**config.mk**
```make
export PLATFORM = sky130hd
export DESIGN_NAME = dcis_sequencer
export DESIGN_NICKNAME = d
export VERILOG_FILES = /design/src/inc/dcis_pkg.sv /design/src/rtl/dcis_sequencer.sv
export VERILOG_INCLUDE_DIRS = /design/src /design/src/inc
export SDC_FILE = /design/constraint.sdc
export NUM_CORES = 1
export LEC_CHECK = 0
export CAP_MARGIN = 20
export CELL_PAD_IN_SITES_DETAIL_PLACEMENT = 2
export CELL_PAD_IN_SITES_GLOBAL_PLACEMENT = 2
export CORE_UTILIZATION = 41
export DETAILED_ROUTE_END_ITERATION = 8
export DONT_BUFFER_PORTS = 1
export PLACE_DENSITY = 0.8
export SLEW_MARGIN = 0
export SYNTH_ARGS = -nofsm -noshare
export SYNTH_HDL_FRONTEND = slang
export SYNTH_SLANG_ARGS = --single-unit
```
**constraint.sdc**
```tcl
create_clock -name pclk -period 2.4 [get_ports pclk]
set_input_delay 0.12 -clock pclk [delete_from_list [all_inputs] [get_ports pclk]]
set_output_delay 0.12 -clock pclk [all_outputs]
set_load 0.01 [all_outputs]
```
**src/inc/dcis_map.svh**
```systemverilog
/*
  Constants of the dual channel insertion sequencer: register offsets,
  field positions, reset values and filter timings.
  Assumes a 40 MHz pclk; cycle counts are derived from the period below.
*/
`ifndef DCIS_MAP_SVH
`define DCIS_MAP_SVH

// Clock period and filter times in ns.
`define DCIS_CLK_NS      25
`define DCIS_LOCK_T_NS   30000
`define DCIS_OV_T_NS     18000
`define DCIS_FAST_T_NS   1000
`define DCIS_SLOW_T_NS   15000
// Least time in cycles, rounded up.
`define DCIS_CYC(t) (((t) + `DCIS_CLK_NS - 1) / `DCIS_CLK_NS)

// Register map.
`define DCIS_CTRL_OFS    12'h000
`define DCIS_STAT_OFS    12'h004
`define DCIS_CTRL_RST    32'h0000_0000
`define DCIS_CTRL_FILT   0
`define DCIS_STAT_LATCH  16
`define DCIS_STAT_ARM    17

`endif

```
**src/inc/dcis_pkg.sv**
```systemverilog
/*
  Types of the dual channel insertion sequencer: comparator inputs,
  drive outputs, drive modes and sequencer states.
  Assumes dcis_map.svh for the numeric constants.
*/
`default_nettype none
package dcis_pkg;

  // Gate drive modes.
  typedef enum logic [1:0] {
    G_WEAK = 2'h0, G_FAST = 2'h1, G_UP = 2'h2, G_HOLD = 2'h3
  } dcis_gate_t;

  // Timer pin modes.
  typedef enum logic [1:0] {
    T_DN = 2'h0, T_SMALL = 2'h1, T_LARGE = 2'h2, T_DIS = 2'h3
  } dcis_tmr_t;

  // Sequencer states, one-hot.
  typedef enum logic [10:0] {
    ST_LOCK = 11'h001, ST_RESET = 11'h002, ST_OFF = 11'h004,
    ST_INIT = 11'h008, ST_IDIS = 11'h010, ST_UP1 = 11'h020,
    ST_D1 = 11'h040, ST_UP2 = 11'h080, ST_D2 = 11'h100,
    ST_MON = 11'h200, ST_FAULT = 11'h400
  } dcis_state_t;

  // Comparator results, high when the named condition holds.
  typedef struct packed {
    logic first_supply_ok;
    logic second_supply_ok;
    logic first_enable_rst;
    logic first_enable_on;
    logic second_enable_on;
    logic first_sense_fast;
    logic second_sense_fast;
    logic first_sense_slow;
    logic second_sense_slow;
    logic first_acl_over;
    logic second_acl_over;
    logic first_feedback_ok;
    logic second_feedback_ok;
    logic first_feedback_ov;
    logic second_feedback_ov;
    logic fault_line_high;
    logic filter_high;
    logic timer_high;
    logic timer_low;
    logic first_gate_low;
    logic second_gate_low;
  } dcis_cmp_t;

  // Drive controls towards the analog pins.
  typedef struct packed {
    dcis_gate_t first_gate_drive;
    dcis_gate_t second_gate_drive;
    dcis_tmr_t  timer_mode;
    logic       filter_pull_up;
    logic       fault_pull_up;
    logic       fault_oe_n;
    logic       first_power_good_oe_n;
    logic       second_power_good_oe_n;
  } dcis_drv_t;

endpackage
`default_nettype wire

```
**src/rtl/dcis_sequencer.sv**
```systemverilog
/*
  Dual channel insertion sequencer: lockout, reset, off, initial timing,
  per channel start-up, monitoring and a shared fault latch, with an
  APB slave for a control and a status register.
  Assumes comparator results arrive asynchronously and that analog
  drivers follow the mode codes of dcis_drv_t.
*/
`timescale 1ns/100ps
`default_nettype none
`include "dcis_map.svh"
module dcis_sequencer (
  // Clock and reset
  input  wire logic              pclk,
  input  wire logic              presetn,
  // APB slave
  input  wire logic              psel,
  input  wire logic              penable,
  input  wire logic              pwrite,
  input  wire logic [11:0]       paddr,
  input  wire logic [31:0]       pwdata,
  output var  logic [31:0]       prdata,
  output logic                   pready,
  output logic                   pslverr,
  // Comparator results
  input  wire dcis_pkg::dcis_cmp_t cmp_in,
  // Drive controls and open-drain output levels
  output var  dcis_pkg::dcis_drv_t drv,
  output logic                   fault_line_o,
  output logic                   first_power_good_o,
  output logic                   second_power_good_o
);

  ////////////////////////////////////////////////////////////////////
  // Synchroniser.

  dcis_pkg::dcis_cmp_t cmp_s1;
  dcis_pkg::dcis_cmp_t c;
  logic [1:0]          en_prev;

  // Two stages; only c is read by logic.
  always_ff @(posedge pclk or negedge presetn) begin
    if (!presetn) begin
      cmp_s1  <= '0;
      c       <= '0;
      en_prev <= 2'h0;
    end else begin
      cmp_s1  <= cmp_in;
      c       <= cmp_s1;
      en_prev <= {c.second_enable_on, c.first_enable_on};
    end
  end

  logic en_cross;
  logic en_any;
  assign en_cross = en_prev != {c.second_enable_on, c.first_enable_on};
  assign en_any   = c.first_enable_on | c.second_enable_on;

  ////////////////////////////////////////////////////////////////////
  // Glitch filters: a condition counts only once it has persisted.

  localparam int NFLT = 6;
  localparam logic [65:0] FLT_LIM = {
    11'(`DCIS_CYC(`DCIS_SLOW_T_NS)),
    11'(`DCIS_CYC(`DCIS_FAST_T_NS)),
    11'(`DCIS_CYC(`DCIS_FAST_T_NS)),
    11'(`DCIS_CYC(`DCIS_OV_T_NS)),
    11'(`DCIS_CYC(`DCIS_OV_T_NS)),
    11'(`DCIS_CYC(`DCIS_LOCK_T_NS))
  };

  logic [1:0]      armed;
  logic            filter_fitted;
  logic            slow_trip;
  logic [NFLT-1:0] flt_raw;
  logic [NFLT-1:0] flt_out;

  assign slow_trip = (armed[0] & c.first_sense_slow) |
                     (armed[1] & c.second_sense_slow);
  assign flt_raw = {
    slow_trip,
    c.second_sense_fast,
    c.first_sense_fast,
    c.second_feedback_ov,
    c.first_feedback_ov,
    ~(c.first_supply_ok & c.second_supply_ok)
  };

  for (genvar g = 0; g < NFLT; g++) begin : g_flt
    logic [10:0] cnt;
    logic [10:0] next_cnt;
    logic [10:0] lim;
    assign lim        = FLT_LIM[g*11 +: 11];
    assign flt_out[g] = cnt == lim;
    // Count while the raw condition holds, restart when it drops.
    always_comb begin
      next_cnt = 11'h000;
      if (flt_raw[g]) begin
        next_cnt = (cnt == lim) ? cnt : cnt + 11'h001;
      end
    end
    always_ff @(posedge pclk or negedge presetn) begin
      if (!presetn) begin
        cnt <= 11'h000;
      end else begin
        cnt <= next_cnt;
      end
    end
  end

  logic lock_flt;
  logic sup_ok;
  logic filt_fault;
  assign lock_flt = flt_out[0];
  assign sup_ok   = c.first_supply_ok & c.second_supply_ok;
  // An open filter pin falls back to the internal response time.
  assign filt_fault = filter_fitted ? (c.filter_high & slow_trip)
                                    : flt_out[5];

  ////////////////////////////////////////////////////////////////////
  // Sequencer, fault latch and arming.

  dcis_pkg::dcis_state_t state;
  dcis_pkg::dcis_state_t next_state;
  logic                  fault_latch;
  logic                  next_latch;
  logic [1:0]            next_armed;
  logic                  fault_set;
  logic                  init_go;
  logic                  latch_clr;

  assign fault_set = flt_out[1] | flt_out[2] |
                     flt_out[3] | flt_out[4] |
                     filt_fault |
                     ~c.fault_line_high;
  assign init_go = en_any & c.first_gate_low &
                   c.second_gate_low & c.timer_low;
  assign latch_clr = (state == dcis_pkg::ST_LOCK) |
                     (state == dcis_pkg::ST_RESET) |
                     lock_flt | ~c.first_enable_rst;

  // Next state; lockout, then global reset, then faults take priority.
  always_comb begin
    next_state = state;
    if (state == dcis_pkg::ST_LOCK) begin
      if (sup_ok) next_state = dcis_pkg::ST_RESET;
    end else if (lock_flt) begin
      next_state = dcis_pkg::ST_LOCK;
    end else if (!c.first_enable_rst) begin
      next_state = dcis_pkg::ST_RESET;
    end else if (fault_latch) begin
      next_state = dcis_pkg::ST_FAULT;
    end else begin
      unique case (state)
        dcis_pkg::ST_RESET: next_state = dcis_pkg::ST_OFF;
        dcis_pkg::ST_OFF: begin
          if (init_go) next_state = dcis_pkg::ST_INIT;
        end
        dcis_pkg::ST_INIT: begin
          if (en_cross || !en_any) begin
            next_state = dcis_pkg::ST_OFF;
          end else if (c.timer_high) begin
            next_state = dcis_pkg::ST_IDIS;
          end
        end
        dcis_pkg::ST_IDIS: begin
          if (en_cross || !en_any) begin
            next_state = dcis_pkg::ST_OFF;
          end else if (c.timer_low && !c.filter_high &&
                       c.fault_line_high) begin
            next_state = c.first_enable_on ? dcis_pkg::ST_UP1
                                           : dcis_pkg::ST_UP2;
          end
        end
        dcis_pkg::ST_UP1: begin
          if (c.timer_high || !c.first_enable_on) begin
            next_state = dcis_pkg::ST_D1;
          end
        end
        dcis_pkg::ST_D1: begin
          if (c.timer_low) begin
            next_state = (c.second_enable_on && !armed[1])
                         ? dcis_pkg::ST_UP2
                         : dcis_pkg::ST_MON;
          end
        end
        dcis_pkg::ST_UP2: begin
          if (c.timer_high || !c.second_enable_on) begin
            next_state = dcis_pkg::ST_D2;
          end
        end
        dcis_pkg::ST_D2: begin
          if (c.timer_low) next_state = dcis_pkg::ST_MON;
        end
        dcis_pkg::ST_MON: begin
          // Each channel powers up on its own enable.
          if (c.first_enable_on && !armed[0]) begin
            next_state = dcis_pkg::ST_UP1;
          end else if (c.second_enable_on && !armed[1]) begin
            next_state = dcis_pkg::ST_UP2;
          end
        end
        dcis_pkg::ST_FAULT: next_state = dcis_pkg::ST_FAULT;
        default: next_state = dcis_pkg::ST_LOCK;
      endcase
    end
  end

  // Latch: the clear wins while lockout or global reset is present.
  always_comb begin
    next_latch = fault_latch | fault_set;
    if (latch_clr) next_latch = 1'b0;
    next_armed = armed;
    if (state == dcis_pkg::ST_UP1 && c.timer_high && c.first_enable_on) begin
      next_armed[0] = 1'b1;
    end
    if (state == dcis_pkg::ST_UP2 && c.timer_high && c.second_enable_on) begin
      next_armed[1] = 1'b1;
    end
    if (!c.first_enable_on) next_armed[0] = 1'b0;
    if (!c.second_enable_on) next_armed[1] = 1'b0;
    if (latch_clr || fault_latch || state == dcis_pkg::ST_OFF) begin
      next_armed = 2'h0;
    end
  end

  always_ff @(posedge pclk or negedge presetn) begin
    if (!presetn) begin
      state       <= dcis_pkg::ST_LOCK;
      fault_latch <= 1'b0;
      armed       <= 2'h0;
    end else begin
      state       <= next_state;
      fault_latch <= next_latch;
      armed       <= next_armed;
    end
  end

  ////////////////////////////////////////////////////////////////////
  // Drive outputs, registered.

  // Gate mode of one channel outside lockout, reset and fault.
  function automatic dcis_pkg::dcis_gate_t gmode(
    input logic on, input logic arm, input logic up, input logic acl);
    gmode = dcis_pkg::G_WEAK;
    if (on && arm) begin
      gmode = dcis_pkg::G_UP;
    end else if (on && up) begin
      gmode = acl ? dcis_pkg::G_HOLD : dcis_pkg::G_UP;
    end
  endfunction

  dcis_pkg::dcis_drv_t next_drv;
  logic                in_lock;
  logic                in_init;
  assign in_lock = state == dcis_pkg::ST_LOCK;
  assign in_init = (state == dcis_pkg::ST_INIT) ||
                   (state == dcis_pkg::ST_IDIS);

  always_comb begin
    next_drv.first_gate_drive  = gmode(c.first_enable_on, armed[0],
      state == dcis_pkg::ST_UP1, c.first_acl_over);
    next_drv.second_gate_drive = gmode(c.second_enable_on, armed[1],
      state == dcis_pkg::ST_UP2, c.second_acl_over);
    if (in_lock || fault_latch || state == dcis_pkg::ST_FAULT) begin
      next_drv.first_gate_drive  = dcis_pkg::G_FAST;
      next_drv.second_gate_drive = dcis_pkg::G_FAST;
    end else if (state == dcis_pkg::ST_RESET) begin
      next_drv.first_gate_drive  = dcis_pkg::G_WEAK;
      next_drv.second_gate_drive = dcis_pkg::G_WEAK;
    end
    unique case (1'b1)
      state == dcis_pkg::ST_INIT: next_drv.timer_mode = dcis_pkg::T_SMALL;
      state == dcis_pkg::ST_UP1,
      state == dcis_pkg::ST_UP2:  next_drv.timer_mode = dcis_pkg::T_LARGE;
      state == dcis_pkg::ST_IDIS,
      state == dcis_pkg::ST_D1,
      state == dcis_pkg::ST_D2:   next_drv.timer_mode = dcis_pkg::T_DIS;
      default:                    next_drv.timer_mode = dcis_pkg::T_DN;
    endcase
    next_drv.filter_pull_up = slow_trip & ~in_lock;
    next_drv.fault_pull_up  = ~fault_latch;
    next_drv.fault_oe_n     = ~fault_latch;
    next_drv.first_power_good_oe_n =
      ~(in_lock | in_init | ~c.first_feedback_ok);
    next_drv.second_power_good_oe_n =
      ~(in_lock | in_init | ~c.second_feedback_ok);
  end

  always_ff @(posedge pclk or negedge presetn) begin
    if (!presetn) begin
      drv <= '{dcis_pkg::G_FAST, dcis_pkg::G_FAST, dcis_pkg::T_DN,
               1'b0, 1'b1, 1'b1, 1'b0, 1'b0};
    end else begin
      drv <= next_drv;
    end
  end

  // Open-drain pins only ever pull low; enables decide the level.
  assign fault_line_o        = 1'b0;
  assign first_power_good_o  = 1'b0;
  assign second_power_good_o = 1'b0;

  ////////////////////////////////////////////////////////////////////
  // APB slave: zero wait states, read data captured in the setup cycle.

  logic        hit_ctrl;
  logic        hit_stat;
  logic        next_fitted;
  logic [31:0] next_prdata;
  logic [31:0] stat_word;

  assign hit_ctrl = paddr == `DCIS_CTRL_OFS;
  assign hit_stat = paddr == `DCIS_STAT_OFS;
  assign pready   = 1'b1;
  assign pslverr  = psel & penable & ~(hit_ctrl | hit_stat);

  always_comb begin
    stat_word = {13'h0000, armed, fault_latch, 5'h00, state};
    next_fitted = filter_fitted;
    if (psel && penable && pwrite && hit_ctrl) begin
      next_fitted = pwdata[`DCIS_CTRL_FILT];
    end
    next_prdata = prdata;
    if (psel && !penable) begin
      next_prdata = 32'h0000_0000;
      if (hit_ctrl) next_prdata[`DCIS_CTRL_FILT] = filter_fitted;
      if (hit_stat) next_prdata = stat_word;
    end
  end

  always_ff @(posedge pclk or negedge presetn) begin
    if (!presetn) begin
      filter_fitted <= 1'(`DCIS_CTRL_RST);
      prdata        <= 32'h0000_0000;
    end else begin
      filter_fitted <= next_fitted;
      prdata        <= next_prdata;
    end
  end

  logic live;
  assign live = !latch_clr;
endmodule // dcis_sequencer
`default_nettype wire

```
Yosys cells after proc, flatten, opt, wreduce, memory -nomap -nowiden
Index checks and enable logic that the tools add are counted.
Word-level totals
  register bits after elaboration: 167
  word-level logic and storage cells: 222
Operators by class
  $add $sub $neg: 6
  equal/unequal tests: 36
  muxes and demuxes: 49
  bitwise logic cells: 34
  reductions and logical operators: 35
Operator list (count)
  2-to-1 mux 11 bit: 28
  case mux 11 bit (10 select lines): 1
  adder 11 x 1 -> 11 bit, second input constant: 6
  equality test 11 x 10 -> 1 bit, second input constant: 4
  equality test 11 x 6 -> 1 bit, second input constant: 3
  != test 6 bit, second input constant: 5
  equality test 11 bit, second input constant: 2
  != test 7 bit, second input constant: 3
  2-to-1 mux 19 bit: 1
  logical AND 1 bit: 16
  bitwise OR 1 bit: 15
  equality test 12 x 3 -> 1 bit, second input constant: 1
  logical NOT 12 bit: 1
  != test 2 bit, second input constant: 6
  equality test 11 x 1 -> 1 bit, second input constant: 1
  equality test 11 x 2 -> 1 bit, second input constant: 1
  equality test 11 x 3 -> 1 bit, second input constant: 1
  equality test 11 x 4 -> 1 bit, second input constant: 1
  equality test 11 x 5 -> 1 bit, second input constant: 1
  equality test 11 x 7 -> 1 bit, second input constant: 1
  equality test 11 x 8 -> 1 bit, second input constant: 1
  equality test 11 x 9 -> 1 bit, second input constant: 1
  AND 1 bit: 10
  2-to-1 mux 10 bit: 1
  14 further kinds: 49

Longest topological paths before layout
Gate-level depths: netlist of run 1.
  depth after elaboration: 10
  gate-level depth with buffers: 9
  mapped depth without buffers: 8

Worst setup path after synthesis of run 1
No wires, ideal clock.
  kind: register to register
  start point: reg state[0]
  end point: reg state[3]
  arrival: 2.093 ns
  path slack: 0.182 ns
  stages on the path, launching flop included: 10
  path buffers: 3
  cells stage by stage: dfstp_2 -> buf_6 -> nor4b_1 -> and3_1 -> buf_2 -> or4_1 -> o21ai_1 -> a21o_1 -> buf_6 -> mux2_4
On the way
  cells in the longest elaborated chain, start to end: 6
RTL lines
  from (decl): RTL line dcis_sequencer.sv:122  | dcis_pkg::dcis_state_t state;
  from (signal assigned): RTL line dcis_sequencer.sv:228  | state <= dcis_pkg::ST_LOCK;
  from (signal assigned): RTL line dcis_sequencer.sv:232  | state <= next_state;
  equality test 11 bit (tied with other cells): RTL line dcis_sequencer.sv:153  | unique case (state)
  case mux 11 bit (10 select lines): RTL line dcis_sequencer.sv:153
  2-to-1 mux 11 bit: RTL line dcis_sequencer.sv:150  | end else if (fault_latch) begin
  2-to-1 mux 11 bit: RTL line dcis_sequencer.sv:148  | end else if (!c.first_enable_rst) begin
  2-to-1 mux 11 bit: RTL line dcis_sequencer.sv:146  | end else if (lock_flt) begin
  2-to-1 mux 11 bit: RTL line dcis_sequencer.sv:144  | if (state == dcis_pkg::ST_LOCK) begin
Parallel ways exist; a longest one is shown, timed or not.
A chain may end at the register's enable or synchronous reset.

Worst setup path after layout of run 1
  start point: reg state[10]
  end point: reg state[8]
The elaborated chain is that of the path after synthesis.

==> impl_metrics.ini, run 1 <==
[run_status]
status = complete, but fails checks
violations = negative hold slack

[sta]
fin_crit_ps = 2330
slew_viol_final = 0
fin_crit_sh = 0.969
worstMarginPinSlew_ps = 715
max_slew_margin = 0.517
layout_setup_ws_ps = 73.4
fmax_mhz = 430
whs_ps = -620
setup_viol = 0
final_hold_viol_count = 149
fin_skew_ps = 8.93

[die]
io-pin-count = 118
dieArea_um2 = 17200
rows = 46
fp.dieH_um = 131
core_um2 = 16100
start_util = 0.425
dieWidth_um = 131

[cts]
clock_latency_ps = 430
numCtsBuffers = 17
clockBufferDepth = 2
htree_num_levels = 4
tritoncts = yes
clk_pin_slew_ps = 60
root_buffer = clkbuf_16
postCtsHoldBufs = 24
numClockSinks = 149

[critical_path]
r2r_slack_ps = 70
critPathCaptureType = flop
crit_chain = nor3_1 -> buf_4 -> and2_1 -> a41oi_1 -> o21ai_1 -> a21o_2 -> buf_4 -> mux2i_1
crit_path_frequent_cell = buf_4
path_max_fanout = 6
cp-start-kind = flop
criticalPathCategory = reg -> reg
cp_top_family = compound AO/OA/AOI/OAI gates
critPathSlowestCell = dfrtp_1
cp.arrival_ps = 2670
crit_buf_inv = 2
max_stage_delay_ps = 470
required_ps = 2740

[yosys]
avgSynthCellArea_um2 = 10.8
syn_inst = 631
async_reset_ff_frac = 1.00
synth_edf_count = 0
ys_seq_elements = 149
synthFlopType = dfrtp_1
yosysMostFrequentCell = dfrtp_1
ys_types = 60
yosysSeqAreaShare = 0.547
yosysWarnings = 0
synthTopCellsByArea = dfrtp_1 53%, xnor2_1 5.3%, and2_1 3.4%
synthTopCellsByCount = 145 x dfrtp_1, 46 x nor2_1, 44 x nand2_1
synth_top_cell_area_share = 0.532
netlist_area_um2 = 6830
synth.largest_area_cell = dfrtp_1

[drt]
drt_iter0_drc = 180
vias = 4833
via_per_inst = 5.32
wire_per_inst_um = 20.6
ant_nets = 0
totalWireLength_mm = 18.7
firstDrtPassIters = 4
drc_errors = 0

[finish]
utilization = 0.496
layout-drive-gt1-share = 0.121
area_growth_pct = 16.6
diodes = 0
fin_nets = 762
fillerInstances = 1590

[power_and_ir_drop]
peakVddDrop_uv = 608
power_density_nw_per_um2 = 788
power_leakage_nw = 3.52

[global_routing]
grt_pass1_wl_mm = 29.4
track_usage = 0.234
grt_max_degree = 150
gr-total-overflow = 0
antenna_found_initial = 0
grt_pass1_vias = 5447

[flow_run]
cap_violations = 0

[placement]
numPortBuffers = 0
pre_cts_ws_ps = 43.8
place_congestion = 0.880
hpwlAfterDp_mm = 11.9

[worst_hold_path]
holdCritPathClass = in -> async
-- where the power goes --
part	switching (W)	total, W	internal [W]
Combinational	0.000445	0.000790	0.000345
Clock	0.00111	0.00264	0.00152
Sequential	0.000181	0.00285	0.00267
Total	0.00174	0.00627	0.00453
-- layer usage --
metal	up-vias	wire, um	GRT usage
met5	-	0	0
met4	0	292	0.0805
met3	27	606	0.0501
met2	104	10200	0.434
met1	2475	7610	0.265
li1	2227	-	-
-- area by class of cell --
class                   count  area [um^2]  share of cell area
clock inverters            12          121              0.0153
inverters                  24         90.1              0.0113
flip-flops and latches    149         3730               0.469
well taps                 216          270              0.0340
repair buffers             55          473              0.0594
clock buffers              20          467              0.0586
multi-input cells         433         2800               0.352
-- state kept, by name, indices dropped and copies added (netlist names) --
signal	flops
prdata	14
g_flt.cnt	66
en_prev	2
drv	10
filter_fitted	1
armed	2
fault_latch	1
state	11
cmp_s1	21
c	21
-- cells in the final DEF, fill, tap and decap left out, types with 5 or more instances in the layout --
| cell | instances |
|---|---|
| a21oi_1 | 16 |
| a22o_1 | 13 |
| and2_1 | 37 |
| and3_1 | 15 |
| buf_4 | 31 |
| clkbuf_16 | 17 |
| clkinv_4 | 5 |
| conb_1 | 22 |
| dfrtp_1 | 145 |
| dlygate4sd3_1 | 24 |
| ha_1 | 12 |
| inv_1 | 22 |
| mux2i_1 | 6 |
| nand2_1 | 44 |
| nand3_1 | 34 |
| nand4_1 | 18 |
| nor2_1 | 46 |
| nor2b_1 | 7 |
| nor3_1 | 16 |
| nor3b_1 | 8 |
| nor4_1 | 6 |
| nor4b_1 | 9 |
| o21ai_0 | 12 |
| xnor2_1 | 41 |
| xor2_1 | 17 |
-- metrics by stage --
step / cell area [um^2] / cells / power, W / hold WS [ps] / setup TNS [ps]
floorplan: 6900 / 651 / 0.00337 / -176 / 0
global placement: 7090 / 848 / 0.00352 / -171 / 0
detailed placement: 7090 / 848 / 0.00357 / -172 / 0
CTS: 7920 / 904 / 0.00626 / -642 / 0
global route: 7960 / 909 / 0.00649 / -640 / -73.3
finish: 7960 / 909 / 0.00627 / -620 / 0
-- path summary, 6_finish.rpt --
kind,start,cells past startpoint,to
max in group asynchronous,presetn,0,drv[9]
min reg2reg,cmp_s1[7],0,c[7]
max,state[10],8,state[8]
max reg2reg,state[10],8,state[8]
min,presetn,0,prdata[6]
min in group pclk,penable,3,filter_fitted
-- kinds of logic after synthesis --
family / synth area share
buffers and inverters: 0.0541
XOR/XNOR: 0.0744
AO/OA/AOI/OAI: 0.0645
adder cells (fa/ha/maj): 0.0220
AND/OR/NAND/NOR: 0.218
multiplexers: 0.0187
flip-flops: 0.547
other: 0.00110
-- repair_timing --
action,4_1_cts,5_1_grt
setup endpoints to repair,2,7
setup buffers,0,5
resized for setup,1,3
pin swaps,0,3
hold endpoints to repair,172,149
Note: power is estimated with default switching activity, not from simulation.
==> inputs of run 2 (changes only) <==
ABC_AREA = 1   (was unset)
CORE_UTILIZATION = 38   (was 41)
==> run 2 against run 1 <==
Synthesized cell count grew 23%; largest cell class unchanged; maximum frequency is 19% higher; the flow still finishes with violations (negative hold slack); power down 0.58%; sequential share of layout area increased by 0.77 points; critical endpoint is now state[4]; combinational power down 11%; via count grew 11%; final area shrank 1.6%; first-iteration DRC count shrank 16%.
==> impl_metrics.ini, run 2 <==
[run_status]
status = complete, but fails checks
violations = negative hold slack

[yosys]
synthTopCellsByArea = dfrtp_1 53%, nand2_1 8.1%, inv_1 6.1%
yosysWarnings = 0
synth_compound_area_frac = 0.0866
yosysMostFrequentCell = nand2_1
synth_mux_area_frac = 0
netlist_area_um2 = 6790
ys_seq_elements = 149
async_reset_ff_frac = 1.00
synthFlopType = dfrtp_1
synth-xor-area-share = 0.0142
synth_top_cell_area_share = 0.534
synth_adder_area_share = 0.0221
yosys.area_share.simple = 0.235
synth_edf_count = 0
synthTopCellsByCount = 147 x nand2_1, 145 x dfrtp_1, 110 x inv_1
synth.largest_area_cell = dfrtp_1
yosysSeqAreaShare = 0.550
ys_types = 37
avgSynthCellArea_um2 = 8.72
synth_top_family_by_area = simple AND/OR/NAND/NOR gates
syn_inst = 779

[cts]
htree_num_levels = 4
clockBufferDepth = 2
numCtsBuffers = 17
postCtsSetupRepairBufs = 0
clk_pin_slew_ps = 70
postCtsHoldBufs = 27
root_buffer = clkbuf_16
clock_latency_ps = 440
cts_resized = 0
numClockSinks = 149
tritoncts = yes

[global_routing]
grt_max_degree = 150
grt_pass1_wl_mm = 31.7
antenna_found_initial = 0
track_usage = 0.225
gr-total-overflow = 0
grt_pass1_vias = 6297

[die]
core_um2 = 17400
dieArea_um2 = 18400
dieWidth_um = 136
io-pin-count = 118
start_util = 0.391
fp.dieH_um = 136
rows = 48

[finish]
multiInputGateArea_um2 = 2520
regArea_um2 = 3730
area_growth_pct = 15.3
fillerInstances = 1961
layout-drive-gt1-share = 0.0626
layout_commonest_cell = nand2_1
diodes = 0
fin_nets = 900
top_regs = g_flt.cnt (66), c (21), cmp_s1 (21)
layout_common_cells = 147 x nand2_1, 145 x dfrtp_1, 110 x inv_1, 89 x nor2_1, 52 x nand3_1
final_cells = 1056
largest_reg_flops = 66
finalInstanceArea_um2 = 7830
regMostFlops = g_flt.cnt

[drt]
ant_nets = 0
firstDrtPassIters = 4
vias = 5377
wire_per_inst_um = 17.9
drt_iter0_drc = 151
totalWireLength_mm = 18.9
drc_errors = 0
via_per_inst = 5.09

[critical_path]
ff2ff_path_depth = 11
timing.rr.start = state[3]
criticalPathCategory = reg -> reg
r2r-end = state[4]
required_ps = 2770
r2r_slack_ps = 450
path_max_fanout = 6
critPathCaptureType = flop
cp-start-kind = flop
cp.arrival_ps = 2320

[power_and_ir_drop]
power_leakage_nw = 3.74
power_density_nw_per_um2 = 797
peakVddDrop_uv = 514

[flow_run]
cap_violations = 0

[sta]
grt_setup_unrepaired = false
max_slew_margin = 0.434
worstMarginPinSlew_ps = 847
final.setup.tns_ps = 0
whs_ps = -626
fmax_mhz = 512
fin_crit_ps = 1950
final_hold_viol_count = 149
fin_crit_sh = 0.814
slew_viol_final = 0
fin_skew_ps = 12.6
setup_viol = 0

[placement]
place_congestion = 0.817
hpwlAfterDp_mm = 12.9
numPortBuffers = 0
placed_area_um2 = 6960
place_inst = 997

[worst_hold_path]
holdCritPathClass = in -> async
-- run 2: changes by cell type in the layout (fill, tap and decap cells not counted), moves of 36 or more --
cell     change
o21ai_0     +36
and2_1      -36
nand2_1    +103
xnor2_1     -39
nor2_1      +43
inv_1       +88
-- run 2: worst max path at each step --
| stage | cells past startpoint | to | from | slack, ps |
|---|---|---|---|---|
| final | 11 | state[4] | state[3] | 450 |
| after floorplan | 13 | state[7] | g_flt[0].cnt[0] | 790 |
| after global routing | 13 | state[7] | g_flt[0].cnt[0] | 260 |
| after detailed placement | 13 | state[3] | g_flt[0].cnt[0] | 420 |
| after global placement | 11 | state[4] | state[3] | 580 |
| after CTS | 13 | state[3] | g_flt[0].cnt[0] | 420 |
-- run 2: area by class of cell --
| cell class | instances | share of cell area |
|---|---|---|
| sequential | 149 | 0.477 |
| multi-input combinational | 511 | 0.321 |
| clock buffer | 20 | 0.0571 |
| inverter | 111 | 0.0535 |
| tap | 225 | 0.0360 |
| timing repair buffer | 28 | 0.0355 |
| clock inverter | 12 | 0.0197 |
-- run 2: stage by stage --
| stage | hold slack [ps] | utilization | setup slack [ps] | total power (W) |
|---|---|---|---|---|
| after floorplan | -176 | - | 794 | 0.00333 |
| after global placement | -170 | 0.401 | 582 | 0.00345 |
| after detailed placement | -172 | 0.401 | 420 | 0.00350 |
| after CTS | -642 | 0.451 | 419 | 0.00631 |
| after global routing | -652 | 0.451 | 260 | 0.00650 |
| final | -626 | 0.451 | 446 | 0.00624 |
-- run 2: power by group --
| group | switching [W] | internal (W) |
|---|---|---|
| logic | 0.000485 | 0.000215 |
| clock network | 0.00109 | 0.00166 |
| registers | 0.000122 | 0.00267 |
| total | 0.00170 | 0.00454 |
-- run 2: logic make-up (layout without fill, tap and decap cells) --
logic type               Yosys count  in the layout
adder cells (fa/ha/maj)           12             12
buffers and inverters            139            171
XOR/XNOR                          11             11
flip-flops                       149            149
AND/OR/NAND/NOR                  359            359
AO/OA/AOI/OAI                    107            107
other                              2             22
-- run 2: metal layers --
metal / GRT usage / wire length [um] / part of all wire
met5: 0 / 0 / 0
met2: 0.415 / 9870 / 0.52
met3: 0.0550 / 706 / 0.037
met4: 0.0668 / 245 / 0.013
met1: 0.254 / 8100 / 0.43
-- run 2: worst max-delay path, stage by stage (launching register included) --
cell,delay [ps]
dfrtp_1,430
nor2_1,150
nand2_1,150
nor2_2,290
nand2_2,130
nand2_1,120
nor2_1,80
nand2_1,100
nand2_2,90
nor2_1,130
nand3_1,110
nand2_1,90
==> inputs of run 3 (changes only) <==
clock period = 1.8 ns   (was 2.4 ns; I/O delays follow)
==> run 3 against run 2 <==
The flow finishes with violations (negative hold slack, negative setup slack); combinational power increased by 76%; global-route usage increased by 0.24 points; sequential cell count unchanged; core utilization increased by 2.0 points; via count increased by 3.6%; worst setup slack got worse by 520 ps; clock skew decreased by 5.1 ps; sequential share of layout area decreased by 2.0 points; power increased by 36%; clock power increased by 27%; clock-buffer cell count unchanged; largest cell class unchanged.
==> impl_metrics.ini, run 3 (synthesized netlist as in run 2, its figures left out) <==
[power_and_ir_drop]
p_seq_frac = 0.441
power_density_nw_per_um2 = 1040
p_clk_frac = 0.414
peakVddDrop_uv = 745
p_sw_w = 0.00240
total_power_w = 0.00846
p_comb_frac = 0.145
power_leakage_nw = 3.90
internal-power_w = 0.00607
switching_share = 0.283

[critical_path]
cp-start-kind = flop
required_ps = 2170
r2r_slack_ps = -70
criticalPathCategory = reg -> reg
critPathCaptureType = flop
endpoint = state[6]
ff2ff_path_depth = 11
r2r-end = state[6]
timing.rr.start = state[8]
path_max_fanout = 5
cp.arrival_ps = 2240
startpoint = state[8]

[die]
rows = 48
dieArea_um2 = 18400
fp.dieH_um = 136
start_util = 0.391
io-pin-count = 118
core_um2 = 17400
dieWidth_um = 136

[sta]
whs_ps = -650
slew_viol_final = 0
setup_viol = 8
fin_crit_ps = 1870
fin_skew_ps = 7.44
worstMarginPinSlew_ps = 806
grt_setup_unrepaired = true
layout_setup_ws_ps = -72.2
final_hold_viol_count = 149
fin_crit_sh = 1.04
fmax_mhz = 534
max_slew_margin = 0.461

[cts]
clock_latency_ps = 440
postCtsHoldBufs = 27
clk_pin_slew_ps = 60
numCtsBuffers = 17
root_buffer = clkbuf_16
clockBufferDepth = 2
tritoncts = yes
numClockSinks = 149
htree_num_levels = 4

[drt]
drc_errors = 0
drt_iter0_drc = 200
totalWireLength_mm = 20.3
ant_nets = 0
vias = 5570
wire_per_inst_um = 18.8
via_per_inst = 5.17
firstDrtPassIters = 4

[finish]
diodes = 0
final_cells = 1078
top_regs = g_flt.cnt (66), c (21), cmp_s1 (21)
regArea_um2 = 3740
area_growth_pct = 20.4
fillerInstances = 1904
multiInputGateArea_um2 = 2720
fin_nets = 922
layout-drive-gt1-share = 0.142
layout_common_cells = 142 x dfrtp_1, 135 x nand2_1, 108 x inv_1, 71 x nor2_1, 49 x nand3_1
largest_reg_flops = 66
layout_commonest_cell = dfrtp_1
regMostFlops = g_flt.cnt

[flow_run]
cap_violations = 0

[global_routing]
track_usage = 0.228
gr-total-overflow = 0
grt_pass1_wl_mm = 31.9
antenna_found_initial = 0
grt_pass1_vias = 6378
grt_max_degree = 150

[placement]
pre_cts_ws_ps = -43.9
hpwlAfterDp_mm = 13.0
place_inst = 1007
place_congestion = 0.789
numPortBuffers = 0

[run_status]
status = complete, but fails checks
violations = negative hold slack, negative setup slack

[worst_hold_path]
holdCritPathClass = in -> async
## run 3: cell types whose count changed in the layout (fill, tap and decap cells not counted), moves of 6 or more
cell,previous run,this run
nor2_1,89,71
nor2_2,1,16
nor3_1,29,23
buf_4,1,20
nand2_2,6,16
nand2_1,147,135
## run 3: worst min-delay path by stage
stage / end / cells past startpoint / start / slack [ps]
global route: prdata[1] / 0 / presetn / -680
detailed placement: g_flt[3].cnt[7] / 0 / presetn / -200
floorplan: armed[0] / 0 / presetn / -210
CTS: prdata[1] / 0 / presetn / -680
finish: prdata[7] / 0 / presetn / -650
global placement: g_flt[3].cnt[7] / 0 / presetn / -200
## run 3: cell type report
cell class              count  share of cell area
well taps                 225              0.0344
multi-input cells         513               0.333
flip-flops and latches    149               0.457
inverters                 111              0.0516
clock inverters            12              0.0158
clock buffers              20              0.0546
repair buffers             48              0.0539
## run 3: worst max-delay path, cell delays in order, from the launching register on
cell	delay, ps
dfrtp_1	430
inv_1	160
nand2_1	90
nor2_1	290
o21ai_0	160
nand2_1	110
nor2_2	50
nand2_1	90
nand2_2	110
nor2_1	140
nand3_1	100
nand2_1	80
## run 3: per-stage QoR
step           TNS, ps   util  hold WS [ps]  instance area [um^2]
6_report          -315  0.471          -650                  8180
5_1_grt          -1700  0.471          -681                  8180
4_1_cts              0  0.457          -678                  7940
3_5_place_dp      -331  0.405          -201                  7030
3_3_place_gp         0  0.405          -200                  7030
2_1_floorplan        0      -          -206                  6870
## run 3: timing repair
item,CTS,global route
cloned,1,1
pin swaps,4,8
setup endpoints to repair,9,23
gates resized for setup,13,49
setup buffers,2,8
hold endpoints to repair,173,149
## run 3: layer usage
layer,routed length [um],part of all wire,global-route usage,up-vias
met1,8310,0.41,0.264,2814
met2,10900,0.54,0.405,127
met3,710,0.035,0.0501,39
li1,-,-,-,2590
met5,0,0,0,-
met4,420,0.021,0.0911,0
## run 3: power groups by stage
stage / sequential (W) / combinational (W) / clock (W)
3_3_place_gp: 0.00376 / 0.000870 / 0
4_1_cts: 0.00372 / 0.00106 / 0.00360
3_5_place_dp: 0.00378 / 0.000934 / 0
2_1_floorplan: 0.00372 / 0.000714 / 0
5_1_grt: 0.00375 / 0.00135 / 0.00371
6_report: 0.00373 / 0.00123 / 0.00350
